$ cat config.mk
export PLATFORM = sky130hd
export DESIGN_NAME = serial_control_and_sync
export DESIGN_NICKNAME = d
export VERILOG_FILES = /design/src/core/sync_port_pkg.sv /design/src/core/serial_control_and_sync.sv
export SDC_FILE = /design/constraint.sdc
export NUM_CORES = 2
export LEC_CHECK = 0
export BUFFER_PORTS_ARGS = -buffer_cell sky130_fd_sc_hd__buf_4
export CORE_UTILIZATION = 35
export CTS_BUF_LIST = sky130_fd_sc_hd__clkbuf_2
export CTS_CLUSTER_DIAMETER = 60
export DETAILED_ROUTE_END_ITERATION = 8
export SYNTH_ARGS = -nofsm -noshare
export SYNTH_HDL_FRONTEND = slang
export SYNTH_SLANG_ARGS = --single-unit
$ cat constraint.sdc
create_clock -name ref_clk -period 9.2 [get_ports ref_clk]
set_clock_uncertainty 0.05 [all_clocks]
set_input_delay 0.92 -clock ref_clk [delete_from_list [all_inputs] [get_ports ref_clk]]
set_output_delay 0.92 -clock ref_clk [all_outputs]
set_load 0.03 [all_outputs]
$ cat src/core/sync_port_pkg.sv
// constants shared by the serial control and sync block
package sync_port_pkg;
    localparam int CORE_DIV = 4;
    localparam int PHASE_W = 2;
    localparam int ADDR_W = 5;
    localparam int REG_W = 32;
    localparam int NUM_REGS = 32;
    localparam logic [4:0] CFR_ONE_ADDR = 5'h00;
    localparam logic [4:0] CFR_TWO_ADDR = 5'h01;
    localparam int INSTR_RW_BIT = 7;
    localparam int PIN_CFG_BIT = 9;
    localparam int LSB_FIRST_BIT = 8;
    localparam int AUTO_ALIGN_BIT = 23;
    localparam int SW_ALIGN_BIT = 22;
    localparam int HS_ENH_BIT = 11;
    localparam int HW_ALIGN_BIT = 10;
    localparam int OSC_EN_BIT = 9;
    localparam logic [PHASE_W-1:0] RISE_PHASE = 2'h0;
    localparam logic [PHASE_W-1:0] ALIGN_PHASE = 2'h0;
    localparam logic [REG_W-1:0] REG_RESET = 32'h0000_0000;
    localparam logic [2:0] LAST_BIT = 3'h7;

    typedef enum logic [1:0] {
        ST_INSTR = 2'b01,
        ST_DATA = 2'b10
    } port_state_t;

    // bytes in each register, selected by serial address
    function automatic logic [2:0] regBytes(input logic [ADDR_W-1:0] addr);
        case (addr)
            5'h00: regBytes = 3'h4;
            5'h01: regBytes = 3'h3;
            5'h02: regBytes = 3'h2;
            5'h03: regBytes = 3'h1;
            5'h05: regBytes = 3'h2;
            default: regBytes = 3'h4;
        endcase
    endfunction : regBytes
endpackage : sync_port_pkg

$ cat src/core/serial_control_and_sync.sv
// serial control port, update strobe and reference clock alignment
//
// Notes on behaviour
// - update strobe sampled on reference clock rising edges
// - reference clock is core clock divided by four
// - strobe edge copies buffers into active registers
// - auto align bit tracks alignment input phase
// - software align bit advances one cycle, self-clears
// - hardware align bit: input edges advance clock
// - oscillator output static until enable bit set
// - accesses cover whole registers, internal byte addresses
// - first eight serial edges form instruction byte
// - data phase byte count equals register width
// - after final byte, next eight edges instruction
// - capture on serial rise, drive on fall
// - instruction bit seven read, low five address
// - select high tristates pins and pauses cycle
// - register zero bit nine selects output pin
// - single pin mode keeps separate output quiet
// - abort input resets port, keeps register contents
// - register zero bit eight selects bit order
// - msb first descends bytes, lsb first ascends
`timescale 1ns/1ps
`default_nettype none
module serial_control_and_sync
    import sync_port_pkg::*;
(
    input wire logic ref_clk,
    input wire logic reset,
    input wire logic serialClock,
    input wire logic selectN,
    input wire logic portAbort,
    input wire logic sdioIn,
    output logic sdioOut,
    output logic sdioOe,
    output logic serialDataOutput,
    output logic serialDataOutputOe,
    input wire logic registerUpdate,
    input wire logic syncIn,
    input wire logic referenceClockInput,
    output logic syncClkOut,
    output logic oscOut,
    output logic hsSyncEnhance
);
    logic [REG_W-1:0] bufferReg [NUM_REGS];
    logic [REG_W-1:0] activeReg [NUM_REGS];
    logic [PHASE_W-1:0] phase_ff;
    logic [PHASE_W-1:0] nxt_phase;
    logic syncClk_ff;
    logic updSample_ff;
    logic updPulse_ff;
    logic syncInPrev_ff;
    logic osc_ff;
    logic hsEnh_ff;
    logic sclkPrev_ff;
    port_state_t state_ff;
    logic [2:0] bitCnt_ff;
    logic [1:0] byteIdx_ff;
    logic [7:0] shift_ff;
    logic [7:0] txByte_ff;
    logic readOp_ff;
    logic [ADDR_W-1:0] addr_ff;
    logic dataBit_ff;
    logic sdioOe_ff;
    logic sdoOe_ff;
    logic sdo_ff;
    logic sclkRise;
    logic sclkFall;
    logic lsbFirst;
    logic sepOutput;
    logic syncInRise;
    logic advance;
    logic [7:0] nxt_shift;
    logic byteDone;
    logic lastByte;
    logic [2:0] bytesOfInstr;
    logic [1:0] firstIdx;
    logic [1:0] nxt_idx;
    logic [2:0] txSel;

    assign lsbFirst = activeReg[CFR_ONE_ADDR][LSB_FIRST_BIT];
    assign sepOutput = activeReg[CFR_ONE_ADDR][PIN_CFG_BIT];

    // ---------------- reference clock divider and alignment ----------------
    assign syncInRise = syncIn && !syncInPrev_ff;

    always_comb begin
        advance = activeReg[CFR_ONE_ADDR][SW_ALIGN_BIT];
        if (activeReg[CFR_ONE_ADDR][AUTO_ALIGN_BIT] && syncInRise && phase_ff != ALIGN_PHASE) begin
            advance = 1'b1;
        end
        if (activeReg[CFR_TWO_ADDR][HW_ALIGN_BIT] && syncInRise) begin
            advance = 1'b1;
        end
        // an advance skips one core cycle of the divide-by-four count
        nxt_phase = phase_ff + (advance ? 2'h2 : 2'h1);
    end

    always_ff @(posedge ref_clk) begin
        if (reset) begin
            phase_ff <= RISE_PHASE;
            syncClk_ff <= 1'b1;
            syncInPrev_ff <= 1'b0;
        end else begin
            phase_ff <= nxt_phase;
            syncClk_ff <= ~nxt_phase[1];
            syncInPrev_ff <= syncIn;
        end
    end

    // ---------------- update strobe ----------------
    always_ff @(posedge ref_clk) begin
        if (reset) begin
            updSample_ff <= 1'b0;
            updPulse_ff <= 1'b0;
        end else if (phase_ff == RISE_PHASE) begin
            updSample_ff <= registerUpdate;
            updPulse_ff <= registerUpdate && !updSample_ff;
        end else begin
            updPulse_ff <= 1'b0;
        end
    end

    // ---------------- active control registers ----------------
    always_ff @(posedge ref_clk) begin
        if (reset) begin
            for (int i = 0; i < NUM_REGS; i++) begin
                activeReg[i] <= REG_RESET;
            end
        end else if (updPulse_ff) begin
            for (int i = 0; i < NUM_REGS; i++) begin
                activeReg[i] <= bufferReg[i];
            end
        end else begin
            activeReg[CFR_ONE_ADDR][SW_ALIGN_BIT] <= 1'b0;
        end
    end

    // ---------------- oscillator output and enhancement bit ----------------
    always_ff @(posedge ref_clk) begin
        if (reset) begin
            osc_ff <= 1'b0;
            hsEnh_ff <= 1'b0;
        end else begin
            osc_ff <= activeReg[CFR_TWO_ADDR][OSC_EN_BIT] && referenceClockInput;
            hsEnh_ff <= activeReg[CFR_TWO_ADDR][HS_ENH_BIT];
        end
    end

    // ---------------- serial port ----------------
    assign sclkRise = serialClock && !sclkPrev_ff && !selectN;
    assign sclkFall = !serialClock && sclkPrev_ff && !selectN;

    always_comb begin
        if (lsbFirst) begin
            nxt_shift = {sdioIn, shift_ff[7:1]};
        end else begin
            nxt_shift = {shift_ff[6:0], sdioIn};
        end
        byteDone = sclkRise && bitCnt_ff == LAST_BIT;
        bytesOfInstr = regBytes(nxt_shift[ADDR_W-1:0]);
        firstIdx = lsbFirst ? 2'h0 : 2'(bytesOfInstr - 3'h1);
        lastByte = lsbFirst ? (byteIdx_ff == 2'(regBytes(addr_ff) - 3'h1)) : (byteIdx_ff == 2'h0);
        nxt_idx = lsbFirst ? byteIdx_ff + 2'h1 : byteIdx_ff - 2'h1;
        txSel = lsbFirst ? bitCnt_ff : LAST_BIT - bitCnt_ff;
    end

    always_ff @(posedge ref_clk) begin
        if (reset) begin
            sclkPrev_ff <= 1'b0;
            state_ff <= ST_INSTR;
            bitCnt_ff <= 3'h0;
            byteIdx_ff <= 2'h0;
            shift_ff <= 8'h00;
            txByte_ff <= 8'h00;
            readOp_ff <= 1'b0;
            addr_ff <= 5'h00;
        end else begin
            sclkPrev_ff <= serialClock;
            if (portAbort) begin
                state_ff <= ST_INSTR;
                bitCnt_ff <= 3'h0;
                byteIdx_ff <= 2'h0;
            end else if (sclkRise) begin
                shift_ff <= nxt_shift;
                bitCnt_ff <= bitCnt_ff + 3'h1;
                if (byteDone) begin
                    case (state_ff)
                        ST_INSTR: begin
                            readOp_ff <= nxt_shift[INSTR_RW_BIT];
                            addr_ff <= nxt_shift[ADDR_W-1:0];
                            byteIdx_ff <= firstIdx;
                            txByte_ff <= activeReg[nxt_shift[ADDR_W-1:0]][{firstIdx, 3'h0} +: 8];
                            state_ff <= ST_DATA;
                        end
                        ST_DATA: begin
                            byteIdx_ff <= nxt_idx;
                            txByte_ff <= activeReg[addr_ff][{nxt_idx, 3'h0} +: 8];
                            if (lastByte) begin
                                state_ff <= ST_INSTR;
                            end
                        end
                        default: state_ff <= ST_INSTR;
                    endcase
                end
            end
        end
    end

    // write data lands in the buffer only on a complete byte
    always_ff @(posedge ref_clk) begin
        if (reset) begin
            for (int i = 0; i < NUM_REGS; i++) begin
                bufferReg[i] <= REG_RESET;
            end
        end else if (!portAbort && byteDone && state_ff == ST_DATA && !readOp_ff) begin
            bufferReg[addr_ff][{byteIdx_ff, 3'h0} +: 8] <= nxt_shift;
        end
    end

    // read data on falling edges and pin enables
    always_ff @(posedge ref_clk) begin
        if (reset) begin
            dataBit_ff <= 1'b0;
            sdo_ff <= 1'b0;
            sdioOe_ff <= 1'b0;
            sdoOe_ff <= 1'b0;
        end else begin
            if (sclkFall && state_ff == ST_DATA && readOp_ff) begin
                dataBit_ff <= txByte_ff[txSel];
                sdo_ff <= txByte_ff[txSel];
            end
            sdioOe_ff <= !selectN && !portAbort && state_ff == ST_DATA && readOp_ff && !sepOutput;
            sdoOe_ff <= !selectN && !portAbort && state_ff == ST_DATA && readOp_ff && sepOutput;
        end
    end

    assign sdioOut = dataBit_ff;
    assign sdioOe = sdioOe_ff;
    assign serialDataOutput = sdo_ff;
    assign serialDataOutputOe = sdoOe_ff;
    assign syncClkOut = syncClk_ff;
    assign oscOut = osc_ff;
    assign hsSyncEnhance = hsEnh_ff;

    // ---------------- checks ----------------
    divide_count_a:
    assert property (@(posedge ref_clk) disable iff (reset)
        !advance |=> phase_ff == $past(phase_ff) + 2'h1)
    else $error("reference divider skipped without an advance");

    strobe_sample_a:
    assert property (@(posedge ref_clk) disable iff (reset)
        updPulse_ff |-> $past(phase_ff) == RISE_PHASE && $past(registerUpdate))
    else $error("update pulse outside a reference rising edge");

    update_copy_a:
    assert property (@(posedge ref_clk) disable iff (reset)
        updPulse_ff |=> activeReg[CFR_TWO_ADDR] == $past(bufferReg[CFR_TWO_ADDR]))
    else $error("update pulse did not copy the buffer");

    sw_selfclear_a:
    assert property (@(posedge ref_clk) disable iff (reset)
        activeReg[CFR_ONE_ADDR][SW_ALIGN_BIT] && !updPulse_ff |=> !activeReg[CFR_ONE_ADDR][SW_ALIGN_BIT])
    else $error("software align bit did not clear");

    hw_advance_a:
    assert property (@(posedge ref_clk) disable iff (reset)
        activeReg[CFR_TWO_ADDR][HW_ALIGN_BIT] && syncInRise |=> phase_ff == $past(phase_ff) + 2'h2)
    else $error("alignment edge did not advance the reference clock");

    select_hiz_a:
    assert property (@(posedge ref_clk) disable iff (reset)
        selectN |=> !sdioOe && !serialDataOutputOe)
    else $error("data pin driven while deselected");

    single_pin_a:
    assert property (@(posedge ref_clk) disable iff (reset)
        !$past(sepOutput) |-> !serialDataOutputOe)
    else $error("separate output driven in single pin mode");

    abort_reset_a:
    assert property (@(posedge ref_clk) disable iff (reset)
        portAbort |=> state_ff == ST_INSTR && bitCnt_ff == 3'h0)
    else $error("abort did not reset the port");

    osc_static_a:
    assert property (@(posedge ref_clk) disable iff (reset)
        !activeReg[CFR_TWO_ADDR][OSC_EN_BIT] |=> !oscOut)
    else $error("oscillator output moved while disabled");

    last_byte_a:
    assert property (@(posedge ref_clk) disable iff (reset)
        !portAbort && byteDone && state_ff == ST_DATA && lastByte |=> state_ff == ST_INSTR)
    else $error("port did not return to instruction phase");

    auto_align_a:
    assert property (@(posedge ref_clk) disable iff (reset)
        activeReg[CFR_ONE_ADDR][AUTO_ALIGN_BIT] && syncInRise && phase_ff != ALIGN_PHASE |=> phase_ff == $past(phase_ff) + 2'h2)
    else $error("misaligned reference clock was not advanced");

    sw_advance_a:
    assert property (@(posedge ref_clk) disable iff (reset)
        activeReg[CFR_ONE_ADDR][SW_ALIGN_BIT] |=> phase_ff == $past(phase_ff) + 2'h2)
    else $error("software align bit did not advance the reference clock");

    instr_count_a:
    assert property (@(posedge ref_clk) disable iff (reset)
        !portAbort && byteDone && state_ff == ST_INSTR |=> state_ff == ST_DATA)
    else $error("instruction byte did not open the data phase");

    byte_count_a:
    assert property (@(posedge ref_clk) disable iff (reset)
        !portAbort && byteDone && state_ff == ST_DATA && !lastByte |=> state_ff == ST_DATA)
    else $error("data phase ended before the register width");

    first_byte_a:
    assert property (@(posedge ref_clk) disable iff (reset)
        !portAbort && byteDone && state_ff == ST_INSTR
        |=> byteIdx_ff == ($past(lsbFirst) ? 2'h0 : 2'(regBytes(addr_ff) - 3'h1)))
    else $error("data phase started at the wrong byte");

    read_drive_a:
    assert property (@(posedge ref_clk) disable iff (reset)
        sclkFall && state_ff == ST_DATA && readOp_ff |=> sdioOut == $past(txByte_ff[txSel]) && serialDataOutput == sdioOut)
    else $error("read bit not driven after a serial clock fall");

    sdio_pin_a:
    assert property (@(posedge ref_clk) disable iff (reset)
        sepOutput |=> !sdioOe)
    else $error("bidirectional pin driven in separate output mode");

    buffer_hold_a:
    assert property (@(posedge ref_clk) disable iff (reset)
        portAbort |=> bufferReg[addr_ff] == $past(bufferReg[addr_ff]))
    else $error("abort changed register contents");

    counter_start_a:
    assert property (@(posedge ref_clk)
        reset |=> bitCnt_ff == 3'h0 && state_ff == ST_INSTR)
    else $error("serial bit counter not cleared by reset");
endmodule : serial_control_and_sync
`default_nettype wire

==> impl_metrics.py <==
metrics = {
    "yosys": {
        "syn-num-nets": 7152,
        "synth_top_area_frac": 0.534,
        "ys.flop_type": "edfxtp_1",
        "synth_seq_area_share": 0.643,
        "post_synth.cell_area_avg_um2": 12.6,
        "synthTopCellsByArea": "edfxtp_1, dfxtp_1, mux4_2, mux2i_1, nor2_1",
        "ys_warn_count": 0,
        "netlist_area_um2": 90000,
        "ys_types": 78,
        "synth_largest_area_cell": "edfxtp_1",
        "syn_inst": 7133,
        "synth-async-reset-ratio": 0,
        "synth_seq_cells": 2094,
        "synth_edf_count": 1600,
    },
    "placement": {
        "dpl_cell_area_um2": 93400,
        "dp_hpwl_um": 179000,
        "gp_congestion": 0.940,
        "port_buffers": 15,
        "pre_cts_slack_ns": 4.52,
    },
    "clocking": {
        "clk_pin_slew_ns": 0.13,
        "clk_path_buf_depth": 4,
        "cts_setup_buffers": 0,
        "ctsHoldBuffers": 20,
        "root_buffer": "clkbuf_2",
        "tritoncts": "built",
        "numCtsBuffers": 558,
        "clock_latency_ns": 1.98,
        "h-tree-depth": 6,
        "cts_resized": 0,
        "cts.sinks": 2094,
    },
    "floorplan": {
        "die_h_um": 509,
        "ios": 16,
        "die-area_um2": 259000,
        "row_count": 185,
        "die_x_um": 509,
        "start_util": 0.353,
        "core_area_um2": 255000,
    },
    "critical_path": {
        "worst_r2r_endpoint": "txByte_ff[0]$_SDFFE_PP0P_",
        "crit_required_ns": 10.96,
        "worstPathArrival_ns": 6.40,
        "critical_path_class": "reg -> reg",
        "end_kind": "flop",
        "r2r_cells": 9,
        "timing.rr.start": "shift_ff[1]$_SDFFE_PP0P_",
        "r2r_setup_slack_ns": 4.56,
        "setup.worst_path.start_class": "flop",
        "cp_max_fo": 26,
    },
    "timing": {
        "postLayoutSetupSlackWorst_ns": 4.56,
        "rsz0062_at_grt": "false",
        "worst_slew_pin_slew_ns": 1.41,
        "max_slew_margin": 0.0395,
        "hold_violations": 0,
        "fin_crit_ns": 4.64,
        "setup_viol": 0,
        "final_max_slew_viol_count": 0,
        "fin_setup_tns_ns": 0,
        "holdWs_ns": 0.208,
        "min_period_over_period": 0.504,
        "fmax_mhz": 216,
    },
    "routing": {
        "drc_errors": 0,
        "wl_per_cell_um": 25.9,
        "vias": 60470,
        "drtPass1Iterations": 6,
        "routed_via_density": 5.42,
        "wl_um": 288000,
        "antenna_left": 0,
        "first_iter_violations": 7231,
    },
    "power_and_ir_drop": {
        "leakage_nw": 33.0,
        "vdd_drop_max_mv": 0.144,
        "pwr_density_cell_nw_per_um2": 195,
        "finalPower_mw": 19.3,
    },
    "global_route": {
        "grt_max_degree": 267,
        "grt_pass1_wl_um": 409000,
        "antenna_found_initial": 19,
        "grt-ovfl-total": 0,
        "grt_use_total": 0.219,
        "grt_pass1_vias": 58446,
    },
    "cells_and_area": {
        "regArea_um2": 58000,
        "multi_input_area_um2": 30000,
        "nNetsFinal": 7369,
        "area_growth_pct": 9.60,
        "fin_area_um2": 98700,
        "fillers": 24194,
        "drive_gt1_frac": 0.178,
    },
    "run": {
        "cap_violations": 0,
    },
    "status": {
        "status": "completed",
    },
    "worst_hold_path": {
        "hp-start": "syncIn",
        "hold_class": "in -> reg",
        "hold_end": "syncClkOut$_SDFF_PP1_",
        "min_delay_path_depth": 6,
    },
}
[power by group]
part	internal, mW	switching (mW)	total, mW
Clock	2.67	3.97	6.64
Combinational	0.541	0.996	1.54
Sequential	10.8	0.334	11.1
[area by class of cell]
| type | count | share of cell area |
|---|---|---|
| inverter | 12 | 0.000456 |
| timing repair buffer | 165 | 0.0145 |
| multi-input combinational | 4519 | 0.304 |
| clock buffer | 829 | 0.0420 |
| sequential | 2094 | 0.587 |
| antenna | 22 | 0.000558 |
| tap | 3366 | 0.0427 |
| clock inverter | 146 | 0.00850 |
[cell usage in the layout (no fill, tap or decap), types with 10 or more instances in the layout]
cell	netlist	final
a211oi_1	23	23
a21oi_1	117	116
a22oi_1	24	24
a311oi_1	18	18
a31oi_1	38	38
a32oi_1	28	28
and2_1	586	581
and3_1	14	14
buf_12	0	11
buf_4	49	134
bufinv_16	0	10
clkbuf_2	0	829
clkinv_1	2	106
clkinv_2	0	22
dfxtp_1	494	488
diode_2	0	22
dlygate4sd3_1	0	19
edfxtp_1	1600	1600
ha_1	10	10
inv_2	2	12
mux2i_1	607	604
mux4_2	281	281
nand2_1	654	652
nand2b_1	137	137
nand3_1	125	125
nand4_1	12	12
nor2_1	1576	1549
nor2_2	1	23
nor2b_1	15	14
nor3_1	17	14
nor4_1	29	28
o211ai_1	10	10
o21ai_0	33	32
o221ai_1	13	13
o22ai_1	28	28
[critical path, stage by stage, from the launching register on]
cell and delay [ns]:
dfxtp_1 0.73, mux2_2 0.90, nor2_2 0.44, buf_4 0.40
a32oi_1 0.14, and3_1 0.20, a311oi_1 0.81, o221ai_1 0.29
a31oi_1 0.36, a31oi_1 0.12
[stage by stage]
stage / std cells / util
after floorplan: 7133 / -
after global placement: 10136 / 0.367
after detailed placement: 10136 / 0.367
after CTS: 11131 / 0.387
after global routing: 11139 / 0.387
final: 11153 / 0.387
[flip-flops by register name (all words and copies together), names as in the netlist, named ones only]
register / count
activeReg: 1024
bufferReg: 1024
shift_ff: 8
txByte_ff: 8
addr_ff: 5
bitCnt_ff: 3
byteIdx_ff: 2
phase_ff: 2
state_ff: 2
hsSyncEnhance: 1
oscOut: 1
readOp_ff: 1
sclkPrev_ff: 1
sdioOe: 1
serialDataOutput: 1
serialDataOutputOe: 1
syncClkOut: 1
syncInPrev_ff: 1
updPulse_ff: 1
updSample_ff: 1
[layer usage]
layer  up-vias  share of wire  global-route usage
li1      26128              -                   -
met1     29873           0.39               0.283
met2      3704           0.45               0.332
met3       755           0.11              0.0605
met4        10          0.052               0.118
met5         -        0.00017                   0
[logic make-up after synthesis]
logic type	share of synthesized area
flip-flops	0.643
adder cells (fa/ha/maj)	0.00139
other	0.0000417
AND/OR/NAND/NOR	0.160
AO/OA/AOI/OAI	0.0291
buffers and inverters	0.0260
XOR/XNOR	0.000973
multiplexers	0.139
[Yosys cell counts, drive strengths merged (38+ instances only)]
| cell | instances |
|---|---|
| a21oi | 117 |
| a31oi | 38 |
| and2 | 586 |
| buf | 279 |
| clkbuf | 229 |
| dfxtp | 494 |
| edfxtp | 1600 |
| mux2i | 609 |
| mux4 | 281 |
| nand2 | 654 |
| nand2b | 137 |
| nand3 | 125 |
| nor2 | 1577 |
| o21ai | 38 |
[worst max-delay path by stage]
stage,from,end,slack [ns],depth (start not counted)
4_1_cts,activeReg[0][8]$_SDFFCE_PN0P_,txByte_ff[2]$_SDFFE_PP0P_,4.74,9
5_1_grt,activeReg[0][8]$_SDFFCE_PN0P_,txByte_ff[2]$_SDFFE_PP0P_,4.46,9
6_report,shift_ff[1]$_SDFFE_PP0P_,txByte_ff[0]$_SDFFE_PP0P_,4.56,9
2_1_floorplan,reset,activeReg[0][0]$_SDFFCE_PN0P_,2.88,4
3_5_place_dp,selectN,bufferReg[20][23]$_SDFFCE_PN0P_,4.52,8
3_3_place_gp,selectN,bufferReg[11][2]$_SDFFCE_PN0P_,4.45,8
(Power assumes the default switching activity.)
